===== src/common/eqr_consts.svh =====
// constants for the equalizer and reclocker mode control block
`ifndef EQR_CONSTS_SVH
`define EQR_CONSTS_SVH
`define EQR_NPIN 2
`define EQR_PIN_ROUTE 0
`define EQR_PIN_OUTFN 1
`define EQR_FLOAT_NUM 2
`define EQR_FLOAT_DEN 3
`define EQR_THR_LR_PM 200
`define EQR_THR_RF_PM 500
`define EQR_THR_FH_PM 800
`define EQR_CMP_RST 3'h3
`define EQR_A_ROUTE 7'h01
`define EQR_A_EQ 7'h02
`define EQR_A_MANUAL 7'h03
`define EQR_A_LOWRATE 7'h04
`define EQR_A_OUT 7'h05
`define EQR_A_STATUS 7'h08
`define EQR_A_BOOST 7'h09
`define EQR_A_PRESET0 7'h40
`define EQR_A_PRESET15 7'h4f
`define EQR_B_ROUTE_OVR 7
`define EQR_B_RATE_OVR 6
`define EQR_B_RATE_ETH 4
`define EQR_B_SPLIT 0
`define EQR_B_BYP_OVR 1
`define EQR_B_BYP 2
`define EQR_B_TMODE_OVR 3
`define EQR_B_TMANUAL 4
`define EQR_B_CDR_RST 5
`define EQR_B_OUT_OVR 7
`define EQR_B_FIRST_OUTPUT_CLK 0
`define EQR_B_SECOND_OUTPUT_CLK 1
`define EQR_B_CDR_BYP 2
`define EQR_REG_RST 8'h00
`define EQR_LOWRATE_RST 8'h00
`define EQR_PRESET_RST 8'h00
`define EQR_NPRESET 16
`define EQR_SPI_BITS 16
`define EQR_CLK_NS 40
`define EQR_SETTLE_NS 1000
`define EQR_SETTLE_CYC ((`EQR_SETTLE_NS + `EQR_CLK_NS - 1) / `EQR_CLK_NS)
`endif


===== src/common/eqr_pkg.sv =====
// types shared by the mode control block
`default_nettype none
package eqr_pkg;
  typedef enum logic [1:0] {
    LVL_L = 2'h0,
    LVL_R = 2'h1,
    LVL_F = 2'h2,
    LVL_H = 2'h3
  } eqr_level_t;
  typedef enum logic [2:0] {
    AD_IDLE = 3'h0,
    AD_LOAD = 3'h1,
    AD_SETTLE = 3'h3,
    AD_SCORE = 3'h2,
    AD_DONE = 3'h6
  } eqr_adapt_t;
  typedef struct packed {
    logic sel_trace;
    logic first_output_en;
    logic second_output_en;
    logic rate_video;
  } eqr_route_t;
  typedef struct packed {
    logic cable_eq_pwr;
    logic trace_eq_pwr;
    logic eq_bypass;
    logic cdr_bypass;
    logic splitter_6db;
    logic cable_adapt_en;
    logic [7:0] trace_boost;
    logic sel_trace;
    logic rate_video;
    logic first_output_en;
    logic second_output_en;
    logic first_output_clk;
    logic second_output_clk;
    logic power_save;
    logic cdr_reset;
  } eqr_ctl_t;
endpackage
`default_nettype wire


===== src/hdl/eqr_level_decode.sv =====
// synchroniser and four-level decoder for the strap pins
`timescale 1ns/100ps
`default_nettype none
`include "eqr_consts.svh"
module eqr_level_decode
  import eqr_pkg::*;
(
  input wire logic core_clk,
  input wire logic rst,
  input wire logic ce,
  input wire logic [`EQR_NPIN-1:0][2:0] cmp,
  output wire eqr_level_t [`EQR_NPIN-1:0] lvl
);
  // comparator bits: [0] above low threshold, [1] above mid, [2] above high
  function automatic eqr_level_t decode(input logic [2:0] t);
    case (t)
      3'h0: decode = LVL_L;
      3'h1: decode = LVL_R;
      3'h3: decode = LVL_F;
      3'h7: decode = LVL_H;
      default: decode = LVL_F; // non-thermometer glitch reads as open pin
    endcase
  endfunction

  for (genvar i = 0; i < `EQR_NPIN; i++) begin : g_pin
    logic [2:0] meta_ff;
    logic [2:0] sync_ff;
    eqr_level_t lvl_ff;
    always_ff @(posedge core_clk) begin
      if (rst) begin
        meta_ff <= `EQR_CMP_RST;
        sync_ff <= `EQR_CMP_RST;
      end else if (ce) begin
        meta_ff <= cmp[i];
        sync_ff <= meta_ff;
      end
    end
    always_ff @(posedge core_clk) begin
      if (rst) begin
        lvl_ff <= LVL_F;
      end else if (ce) begin
        lvl_ff <= decode(sync_ff);
      end
    end
    assign lvl[i] = lvl_ff;
  end
endmodule
`default_nettype wire


===== src/hdl/eqr_mode_ctrl.sv =====
// mode, routing and equalizer control with serial register port
`timescale 1ns/100ps
`default_nettype none
`include "eqr_consts.svh"
module eqr_mode_ctrl
  import eqr_pkg::*;
(
  input wire logic core_clk,
  input wire logic rst,
  input wire logic ce,
  input wire logic [2:0] route_cmp,
  input wire logic [2:0] outfn_cmp,
  input wire logic cd_cable,
  input wire logic cd_trace,
  input wire logic rate_low,
  input wire logic [7:0] eye_metric,
  input wire logic spi_ss_n,
  input wire logic spi_sck,
  input wire logic spi_mosi,
  output logic spi_miso_o,
  output logic spi_miso_oe_n,
  output eqr_ctl_t ctl
);
  eqr_level_t [`EQR_NPIN-1:0] strap_lvl;
  logic [5:0] meta_ff;
  logic [5:0] sync_ff;
  logic [5:0] dly_ff;
  logic ss_n_s;
  logic sck_s;
  logic mosi_s;
  logic cd_cable_s;
  logic cd_trace_s;
  logic rate_low_s;
  logic sck_rise;
  logic sck_fall;
  logic [4:0] bit_cnt_ff;
  logic [15:0] shift_ff;
  logic [6:0] miso_sh_ff;
  logic miso_ff;
  logic miso_oe_n_ff;
  logic wr_en;
  logic [6:0] wr_addr;
  logic [7:0] wr_data;
  logic [7:0] rd_data;
  logic [7:0] route_reg_ff;
  logic [7:0] eq_reg_ff;
  logic [7:0] manual_ff;
  logic [7:0] lowrate_ff;
  logic [7:0] out_reg_ff;
  logic [7:0] preset_ff [`EQR_NPRESET];
  eqr_adapt_t ad_st_ff;
  logic [3:0] idx_ff;
  logic [3:0] best_idx_ff;
  logic [7:0] best_score_ff;
  logic [7:0] wait_ff;
  logic cd_prev_ff;
  eqr_level_t route_lvl;
  eqr_route_t rt;
  logic cd_sel;
  logic trace_auto;
  logic adapt_run;
  logic [7:0] adapt_boost;
  eqr_ctl_t nxt_ctl;
  eqr_ctl_t ctl_ff;

  eqr_level_decode u_straps (
    .core_clk(core_clk),
    .rst(rst),
    .ce(ce),
    .cmp({outfn_cmp, route_cmp}),
    .lvl(strap_lvl)
  );

  // pins from outside the clock domain, two flops before use
  always_ff @(posedge core_clk) begin
    if (rst) begin
      meta_ff <= 6'h01;
      sync_ff <= 6'h01;
      dly_ff <= 6'h01;
    end else if (ce) begin
      meta_ff <= {rate_low, cd_trace, cd_cable, spi_mosi, spi_sck, spi_ss_n};
      sync_ff <= meta_ff;
      dly_ff <= sync_ff;
    end
  end
  assign ss_n_s = sync_ff[0];
  assign sck_s = sync_ff[1];
  assign mosi_s = sync_ff[2];
  assign cd_cable_s = sync_ff[3];
  assign cd_trace_s = sync_ff[4];
  assign rate_low_s = sync_ff[5];
  // sck is oversampled, so it must stay well below a quarter of core_clk
  assign sck_rise = !ss_n_s && sck_s && !dly_ff[1];
  assign sck_fall = !ss_n_s && !sck_s && dly_ff[1];

  // frame: read flag, 7-bit address, 8 data bits, msb first
  always_ff @(posedge core_clk) begin
    if (rst) begin
      bit_cnt_ff <= 5'h00;
      shift_ff <= 16'h0000;
    end else if (ce) begin
      if (ss_n_s) begin
        bit_cnt_ff <= 5'h00;
      end else if (sck_rise) begin
        shift_ff <= {shift_ff[14:0], mosi_s};
        bit_cnt_ff <= 5'(bit_cnt_ff + 5'h01);
      end
    end
  end
  assign wr_en = sck_rise && bit_cnt_ff == 5'h0f && !shift_ff[14];
  assign wr_addr = shift_ff[13:7];
  assign wr_data = {shift_ff[6:0], mosi_s};

  always_ff @(posedge core_clk) begin
    if (rst) begin
      miso_ff <= 1'b0;
      miso_sh_ff <= 7'h00;
      miso_oe_n_ff <= 1'b1;
    end else if (ce) begin
      if (ss_n_s) begin
        miso_oe_n_ff <= 1'b1;
      end else if (sck_fall && bit_cnt_ff == 5'h08 && shift_ff[7]) begin
        {miso_ff, miso_sh_ff} <= rd_data;
        miso_oe_n_ff <= 1'b0;
      end else if (sck_fall && bit_cnt_ff > 5'h08) begin
        {miso_ff, miso_sh_ff} <= {miso_sh_ff, 1'b0};
      end
    end
  end
  assign spi_miso_o = miso_ff;
  assign spi_miso_oe_n = miso_oe_n_ff;

  // control registers; splitter mode has no strap source at all
  always_ff @(posedge core_clk) begin
    if (rst) begin
      route_reg_ff <= `EQR_REG_RST;
      eq_reg_ff <= `EQR_REG_RST;
      manual_ff <= `EQR_REG_RST;
      lowrate_ff <= `EQR_LOWRATE_RST;
      out_reg_ff <= `EQR_REG_RST;
    end else if (ce && wr_en) begin
      case (wr_addr)
        `EQR_A_ROUTE: route_reg_ff <= wr_data;
        `EQR_A_EQ: eq_reg_ff <= wr_data;
        `EQR_A_MANUAL: manual_ff <= wr_data;
        `EQR_A_LOWRATE: lowrate_ff <= wr_data;
        `EQR_A_OUT: out_reg_ff <= wr_data;
        default: ;
      endcase
    end
  end

  for (genvar p = 0; p < `EQR_NPRESET; p++) begin : g_preset
    always_ff @(posedge core_clk) begin
      if (rst) begin
        preset_ff[p] <= `EQR_PRESET_RST;
      end else if (ce && wr_en && wr_addr == 7'(`EQR_A_PRESET0 + p)) begin
        preset_ff[p] <= wr_data;
      end
    end
  end

  always_comb begin
    rd_data = 8'h00;
    case (shift_ff[6:0])
      `EQR_A_ROUTE: rd_data = route_reg_ff;
      `EQR_A_EQ: rd_data = eq_reg_ff;
      `EQR_A_MANUAL: rd_data = manual_ff;
      `EQR_A_LOWRATE: rd_data = lowrate_ff;
      `EQR_A_OUT: rd_data = out_reg_ff;
      `EQR_A_STATUS: rd_data = {strap_lvl[`EQR_PIN_OUTFN], route_lvl, ctl_ff.rate_video,
                                ad_st_ff == AD_DONE, ctl_ff.sel_trace, ctl_ff.power_save};
      `EQR_A_BOOST: rd_data = ctl_ff.trace_boost;
      default: begin
        if (shift_ff[6:4] == 3'(`EQR_A_PRESET0 >> 4)) begin
          rd_data = preset_ff[shift_ff[3:0]];
        end
      end
    endcase
  end

  function automatic eqr_route_t route_of(input eqr_level_t l);
    case (l)
      LVL_H: route_of = '{sel_trace: 1'b0, first_output_en: 1'b1, second_output_en: 1'b1, rate_video: 1'b1};
      LVL_F: route_of = '{sel_trace: 1'b0, first_output_en: 1'b1, second_output_en: 1'b0, rate_video: 1'b1};
      LVL_R: route_of = '{sel_trace: 1'b1, first_output_en: 1'b0, second_output_en: 1'b1, rate_video: 1'b0};
      default: route_of = '{sel_trace: 1'b1, first_output_en: 1'b1, second_output_en: 1'b1, rate_video: 1'b0};
    endcase
  endfunction

  // override bit wins only while set
  assign route_lvl = route_reg_ff[`EQR_B_ROUTE_OVR] ? eqr_level_t'(route_reg_ff[1:0])
                                                    : strap_lvl[`EQR_PIN_ROUTE];
  assign rt = route_of(route_lvl);
  assign cd_sel = rt.sel_trace ? cd_trace_s : cd_cable_s;
  assign trace_auto = eq_reg_ff[`EQR_B_TMODE_OVR] ? !eq_reg_ff[`EQR_B_TMANUAL] : 1'b1;
  // low rates never scan; fixed code applies instead
  assign adapt_run = rt.sel_trace && cd_sel && trace_auto && !rate_low_s
                     && !nxt_ctl.eq_bypass;

  // trace preset scan, best eye metric wins, earliest preset on a tie
  always_ff @(posedge core_clk) begin
    if (rst) begin
      ad_st_ff <= AD_IDLE;
      idx_ff <= 4'h0;
      best_idx_ff <= 4'h0;
      best_score_ff <= 8'h00;
      wait_ff <= 8'h00;
    end else if (ce) begin
      if (!adapt_run) begin
        ad_st_ff <= AD_IDLE;
      end else begin
        case (ad_st_ff)
          AD_IDLE: begin
            idx_ff <= 4'h0;
            best_idx_ff <= 4'h0;
            best_score_ff <= 8'h00;
            ad_st_ff <= AD_LOAD;
          end
          AD_LOAD: begin
            wait_ff <= 8'(`EQR_SETTLE_CYC - 1);
            ad_st_ff <= AD_SETTLE;
          end
          AD_SETTLE: begin
            if (wait_ff == 8'h00) begin
              ad_st_ff <= AD_SCORE;
            end else begin
              wait_ff <= 8'(wait_ff - 8'h01);
            end
          end
          AD_SCORE: begin
            if (idx_ff == 4'h0 || eye_metric > best_score_ff) begin
              best_score_ff <= eye_metric;
              best_idx_ff <= idx_ff;
            end
            if (idx_ff == 4'(`EQR_NPRESET - 1)) begin
              ad_st_ff <= AD_DONE;
            end else begin
              idx_ff <= 4'(idx_ff + 4'h1);
              ad_st_ff <= AD_LOAD;
            end
          end
          AD_DONE: ad_st_ff <= AD_DONE;
          default: ad_st_ff <= AD_IDLE;
        endcase
      end
    end
  end
  assign adapt_boost = (ad_st_ff == AD_DONE) ? preset_ff[best_idx_ff] : preset_ff[idx_ff];

  always_comb begin
    nxt_ctl = '0;
    nxt_ctl.sel_trace = rt.sel_trace;
    nxt_ctl.first_output_en = rt.first_output_en;
    nxt_ctl.second_output_en = rt.second_output_en;
    nxt_ctl.rate_video = route_reg_ff[`EQR_B_RATE_OVR] ? !route_reg_ff[`EQR_B_RATE_ETH]
                                                       : rt.rate_video;
    nxt_ctl.power_save = !cd_sel;
    if (eq_reg_ff[`EQR_B_BYP_OVR]) begin
      nxt_ctl.eq_bypass = eq_reg_ff[`EQR_B_BYP];
    end else begin
      nxt_ctl.eq_bypass = strap_lvl[`EQR_PIN_OUTFN] == LVL_H;
    end
    if (out_reg_ff[`EQR_B_OUT_OVR]) begin
      nxt_ctl.cdr_bypass = out_reg_ff[`EQR_B_CDR_BYP];
      nxt_ctl.first_output_clk = out_reg_ff[`EQR_B_FIRST_OUTPUT_CLK];
      nxt_ctl.second_output_clk = out_reg_ff[`EQR_B_SECOND_OUTPUT_CLK];
    end else begin
      nxt_ctl.cdr_bypass = strap_lvl[`EQR_PIN_OUTFN] inside {LVL_H, LVL_L};
      nxt_ctl.second_output_clk = strap_lvl[`EQR_PIN_OUTFN] == LVL_R;
    end
    // in power save neither equalizer draws current
    nxt_ctl.cable_eq_pwr = !rt.sel_trace && cd_sel && !nxt_ctl.eq_bypass;
    nxt_ctl.trace_eq_pwr = rt.sel_trace && cd_sel && !nxt_ctl.eq_bypass;
    nxt_ctl.cable_adapt_en = nxt_ctl.cable_eq_pwr;
    nxt_ctl.splitter_6db = !rt.sel_trace && eq_reg_ff[`EQR_B_SPLIT];
    if (rate_low_s) begin
      nxt_ctl.trace_boost = lowrate_ff;
    end else if (!trace_auto) begin
      nxt_ctl.trace_boost = manual_ff;
    end else begin
      nxt_ctl.trace_boost = adapt_boost;
    end
    // carrier return re-arms the recovery loop without a register write
    nxt_ctl.cdr_reset = (cd_sel && !cd_prev_ff) || eq_reg_ff[`EQR_B_CDR_RST];
  end

  always_ff @(posedge core_clk) begin
    if (rst) begin
      cd_prev_ff <= 1'b0;
      ctl_ff <= '{power_save: 1'b1, default: '0};
    end else if (ce) begin
      cd_prev_ff <= cd_sel;
      ctl_ff <= nxt_ctl;
    end
  end
  assign ctl = ctl_ff;
endmodule
`default_nettype wire


===== config.mk =====
export PLATFORM = sky130hd
export DESIGN_NAME = eqr_mode_ctrl
export DESIGN_NICKNAME = d
export VERILOG_FILES = /design/src/common/eqr_pkg.sv /design/src/hdl/eqr_level_decode.sv /design/src/hdl/eqr_mode_ctrl.sv
export VERILOG_INCLUDE_DIRS = /design/src /design/src/common
export SDC_FILE = /design/constraint.sdc
export NUM_CORES = 1
export LEC_CHECK = 0
export ABC_AREA = 1
export BUFFER_PORTS_ARGS = -buffer_cell sky130_fd_sc_hd__buf_4
export CORE_MARGIN = 2
export CORE_UTILIZATION = 40
export DETAILED_ROUTE_END_ITERATION = 6
export PLACE_DENSITY = 0.55
export SLEW_MARGIN = 5
export SYNTH_ARGS = -nofsm -noshare
export SYNTH_HDL_FRONTEND = slang
export SYNTH_SLANG_ARGS = --single-unit

===== constraint.sdc =====
create_clock -name core_clk -period 2.9 [get_ports core_clk]
set_clock_uncertainty 0.1 [all_clocks]
set_input_delay 0.145 -clock core_clk [delete_from_list [all_inputs] [get_ports core_clk]]
set_output_delay 0.145 -clock core_clk [all_outputs]
set_load 0.01 [all_outputs]

==> impl_metrics.py <==
metrics = {
    "floorplan": {
        "rows": 72,
        "fp.dieH_um": 203,
        "core-area_mm2": 0.0388,
        "io_pins": 47,
        "die_area_mm2": 0.0412,
        "start_util_pct": 40.7,
        "die_width_um": 203,
    },
    "logic_synthesis": {
        "syn_inst": 2272,
        "synth_top_family_by_area": "simple AND/OR/NAND/NOR gates",
        "synthAdderAreaFrac_pct": 1.34,
        "syn_area_per_cell_um2": 6.96,
        "synth_cell_types": 35,
        "synth_top_area_share_pct": 24.3,
        "synth_compound_area_share_pct": 12.5,
        "synthSimpleGateAreaFrac_pct": 32.6,
        "synth_seq_cells": 287,
        "synthMuxAreaShare_pct": 0.0633,
        "syn_nets": 2312,
        "synth_area_leaders": "edfxtp_1 24%, dfxtp_1 20%, nand2_1 13%",
        "synth_seq_area_share_pct": 44.4,
        "yosysWarnings": 0,
        "yosys.area_share.xor_xnor_pct": 0.277,
        "synth_area_mm2": 0.0158,
        "yosysTopAreaCell": "edfxtp_1",
    },
    "global_routing": {
        "grt_pass1_wl_um": 87900,
        "overflow": 0,
        "grt_pass1_vias": 14600,
        "grt_max_degree": 97,
        "antenna_found_initial": 0,
        "grt_use_total_pct": 28.1,
    },
    "sta": {
        "finalHoldViolations": 0,
        "tightest_slew_ps": 754,
        "min_period_over_period_pct": 91.8,
        "post-route-min-period_ps": 2660,
        "tns_ps": 0,
        "fmax_ghz": 0.376,
        "slew_headroom_pct": 49.7,
        "worst_slack_ps": 237,
        "drv_slew": 0,
        "whs_ps": 159,
        "finalSetupViolCount": 0,
        "rsz0062_at_grt": "false",
    },
    "final_layout": {
        "fin_area_mm2": 0.0182,
        "drive_gt1_share_pct": 8.85,
        "fin_nets": 2356,
        "area_growth_pct": 15.2,
        "diodes": 0,
        "mostFrequentLayoutCells": "566 x nand2_1, 311 x nor2_1, 291 x nand3_1, 222 x inv_1, 156 x a21oi_1",
        "final_common_cell": "nand2_1",
        "final-instance-count-excl-fill": 2858,
    },
    "cts": {
        "cts_setup_buffers": 0,
        "path_clk_slew_ps": 60,
        "clock-sinks": 287,
        "cts-buffers-inserted": 34,
        "h-tree-depth": 2,
        "cts.path.max_buffers": 3,
        "clock_latency_ps": 560,
        "cts_tree": "built",
        "cts_root_buf": "clkbuf_16",
    },
    "power": {
        "p_leak_nw": 7.31,
        "vdd_ir_drop_max_v": 0.000430,
        "power_density_mw_per_mm2": 513,
    },
    "setup_path": {
        "crit_type": "reg -> reg",
        "rrSetupSlack_ps": 240,
        "start_kind": "flip-flop",
        "crit_required_ps": 3050,
        "r2r-end": "preset_ff[3][5]$_SDFFCE_PN0P_",
        "end_kind": "flip-flop",
        "reg2reg_depth": 6,
        "r2r_start": "shift_ff[9]$_SDFFE_PP0P_",
        "startpoint": "shift_ff[9]$_SDFFE_PP0P_",
        "path_max_fanout": 8,
        "crit_path_end": "preset_ff[3][5]$_SDFFCE_PN0P_",
        "worst_ep_arrival_time_ps": 2810,
    },
    "placed_design": {
        "post-place-cells": 2777,
        "gp_congestion": 0.932,
        "place_area_mm2": 0.0169,
        "portBuffers": 46,
        "post-dp-hpwl_um": 38800,
        "pre_cts_ws_ps": 201,
    },
    "outcome": {
        "outcome": "completed",
    },
    "routing": {
        "wl_um": 57100,
        "antenna_left": 0,
        "vias_per_cell": 5.43,
        "drc": 0,
        "vias": 15500,
        "first_pass_iters": 5,
        "wl_per_cell_um": 20.0,
        "first_iter_violations": 1667,
    },
    "min_path": {
        "hold_depth": 3,
        "hp-class": "in -> reg",
    },
    "run": {
        "maxCapViolCount": 0,
    },
}
synthesized netlist by cell type (all sizes together):
master  count
xnor2       1
nor2      313
o31ai       4
a211oi     17
buf        21
a21oi     156
or2        16
edfxtp    128
clkinv      9
o211ai     32
inv       225
o21a        2
o21ai     150
xor2        4
nor3       21
nor4        4
ha         17
o22ai       1
a32oi       1
mux2i       1
clkbuf    113
nand3     291
dfxtp     159
a31oi       2
nand2     568
nand3b      2
nand4      14
metal layers:
metal	GRT usage, %	vias to the layer above	part of all wire, %	wire length, um
li1	-	7529	-	-
met1	39.1	7234	44	24900
met2	43.0	637	44	25100
met3	5.68	113	8.9	5060
met4	10.5	0	3.6	2070
met5	0	-	0	0
stage by stage:
stage,util (%),power (W)
finish,46.9,0.00935
global route,46.9,0.00970
CTS,46.9,0.00942
detailed placement,43.6,0.00524
global placement,43.6,0.00523
floorplan,-,0.00493
worst max-delay path, cell delays in order (launching register included):
cell	delay, ps
dfxtp_1	360
nor2_1	580
inv_1	220
nor3_1	180
inv_1	130
nor3_1	460
or2_2	320
repair_timing:
item,in CTS,in global routing
endpoints found under the setup margin,0,16
endpoints found under the hold margin,24,0
gates resized for setup,0,1
hold buffers,21,0
flip-flops by register name, summed over array words and instances, names as in the netlist, 3 cells and up, named ones only:
signal and cells:
u_straps.g_pin.sync_ff 6, meta_ff 6, preset_ff 128, ctl 21, shift_ff 15, miso_sh_ff 7, sync_ff 6, eq_reg_ff 8
best_idx_ff 4, route_reg_ff 8, bit_cnt_ff 5, wait_ff 8, manual_ff 8, out_reg_ff 8, best_score_ff 8, u_straps.g_pin.meta_ff 6
lowrate_ff 8, idx_ff 4, ad_st_ff 3, u_straps.g_pin.lvl_ff 4
worst min path at each step:
stage                  from                                        end  slack, ps
2_1_floorplan      spi_ss_n                    meta_ff[0]$_SDFFE_PP1P_        170
3_3_place_gp   outfn_cmp[0]  u_straps.g_pin[1].meta_ff[0]$_SDFFE_PP1P_        260
3_5_place_dp   outfn_cmp[0]  u_straps.g_pin[1].meta_ff[0]$_SDFFE_PP1P_        260
4_1_cts                 rst                    wait_ff[1]$_SDFFE_PP0P_        160
5_1_grt                 rst                    wait_ff[1]$_SDFFE_PP0P_        180
6_report                rst                       ctl[16]$_SDFFE_PP0P_        160
kinds of logic after synthesis:
kind of cell	count (synthesis)
AND/OR/NAND/NOR	1229
buffers and inverters	368
AO/OA/AOI/OAI	365
flip-flops	287
adder cells (fa/ha/maj)	17
XOR/XNOR	5
multiplexers	1
final cells by class:
| cell class | instances | area (um2) |
|---|---|---|
| fillers | 3952 | 20600 |
| multi-input cells | 1617 | 7390 |
| flip-flops and latches | 287 | 7030 |
| repair buffers | 142 | 1190 |
| clock buffers | 41 | 922 |
| inverters | 234 | 882 |
| well taps | 518 | 648 |
| clock inverters | 19 | 141 |
power by group:
part | internal (W) | switching [W]
logic | 0.000247 | 0.000460
clock network | 0.00237 | 0.00179
registers | 0.00436 | 0.000123
Power figures use the tool's default switching activity.
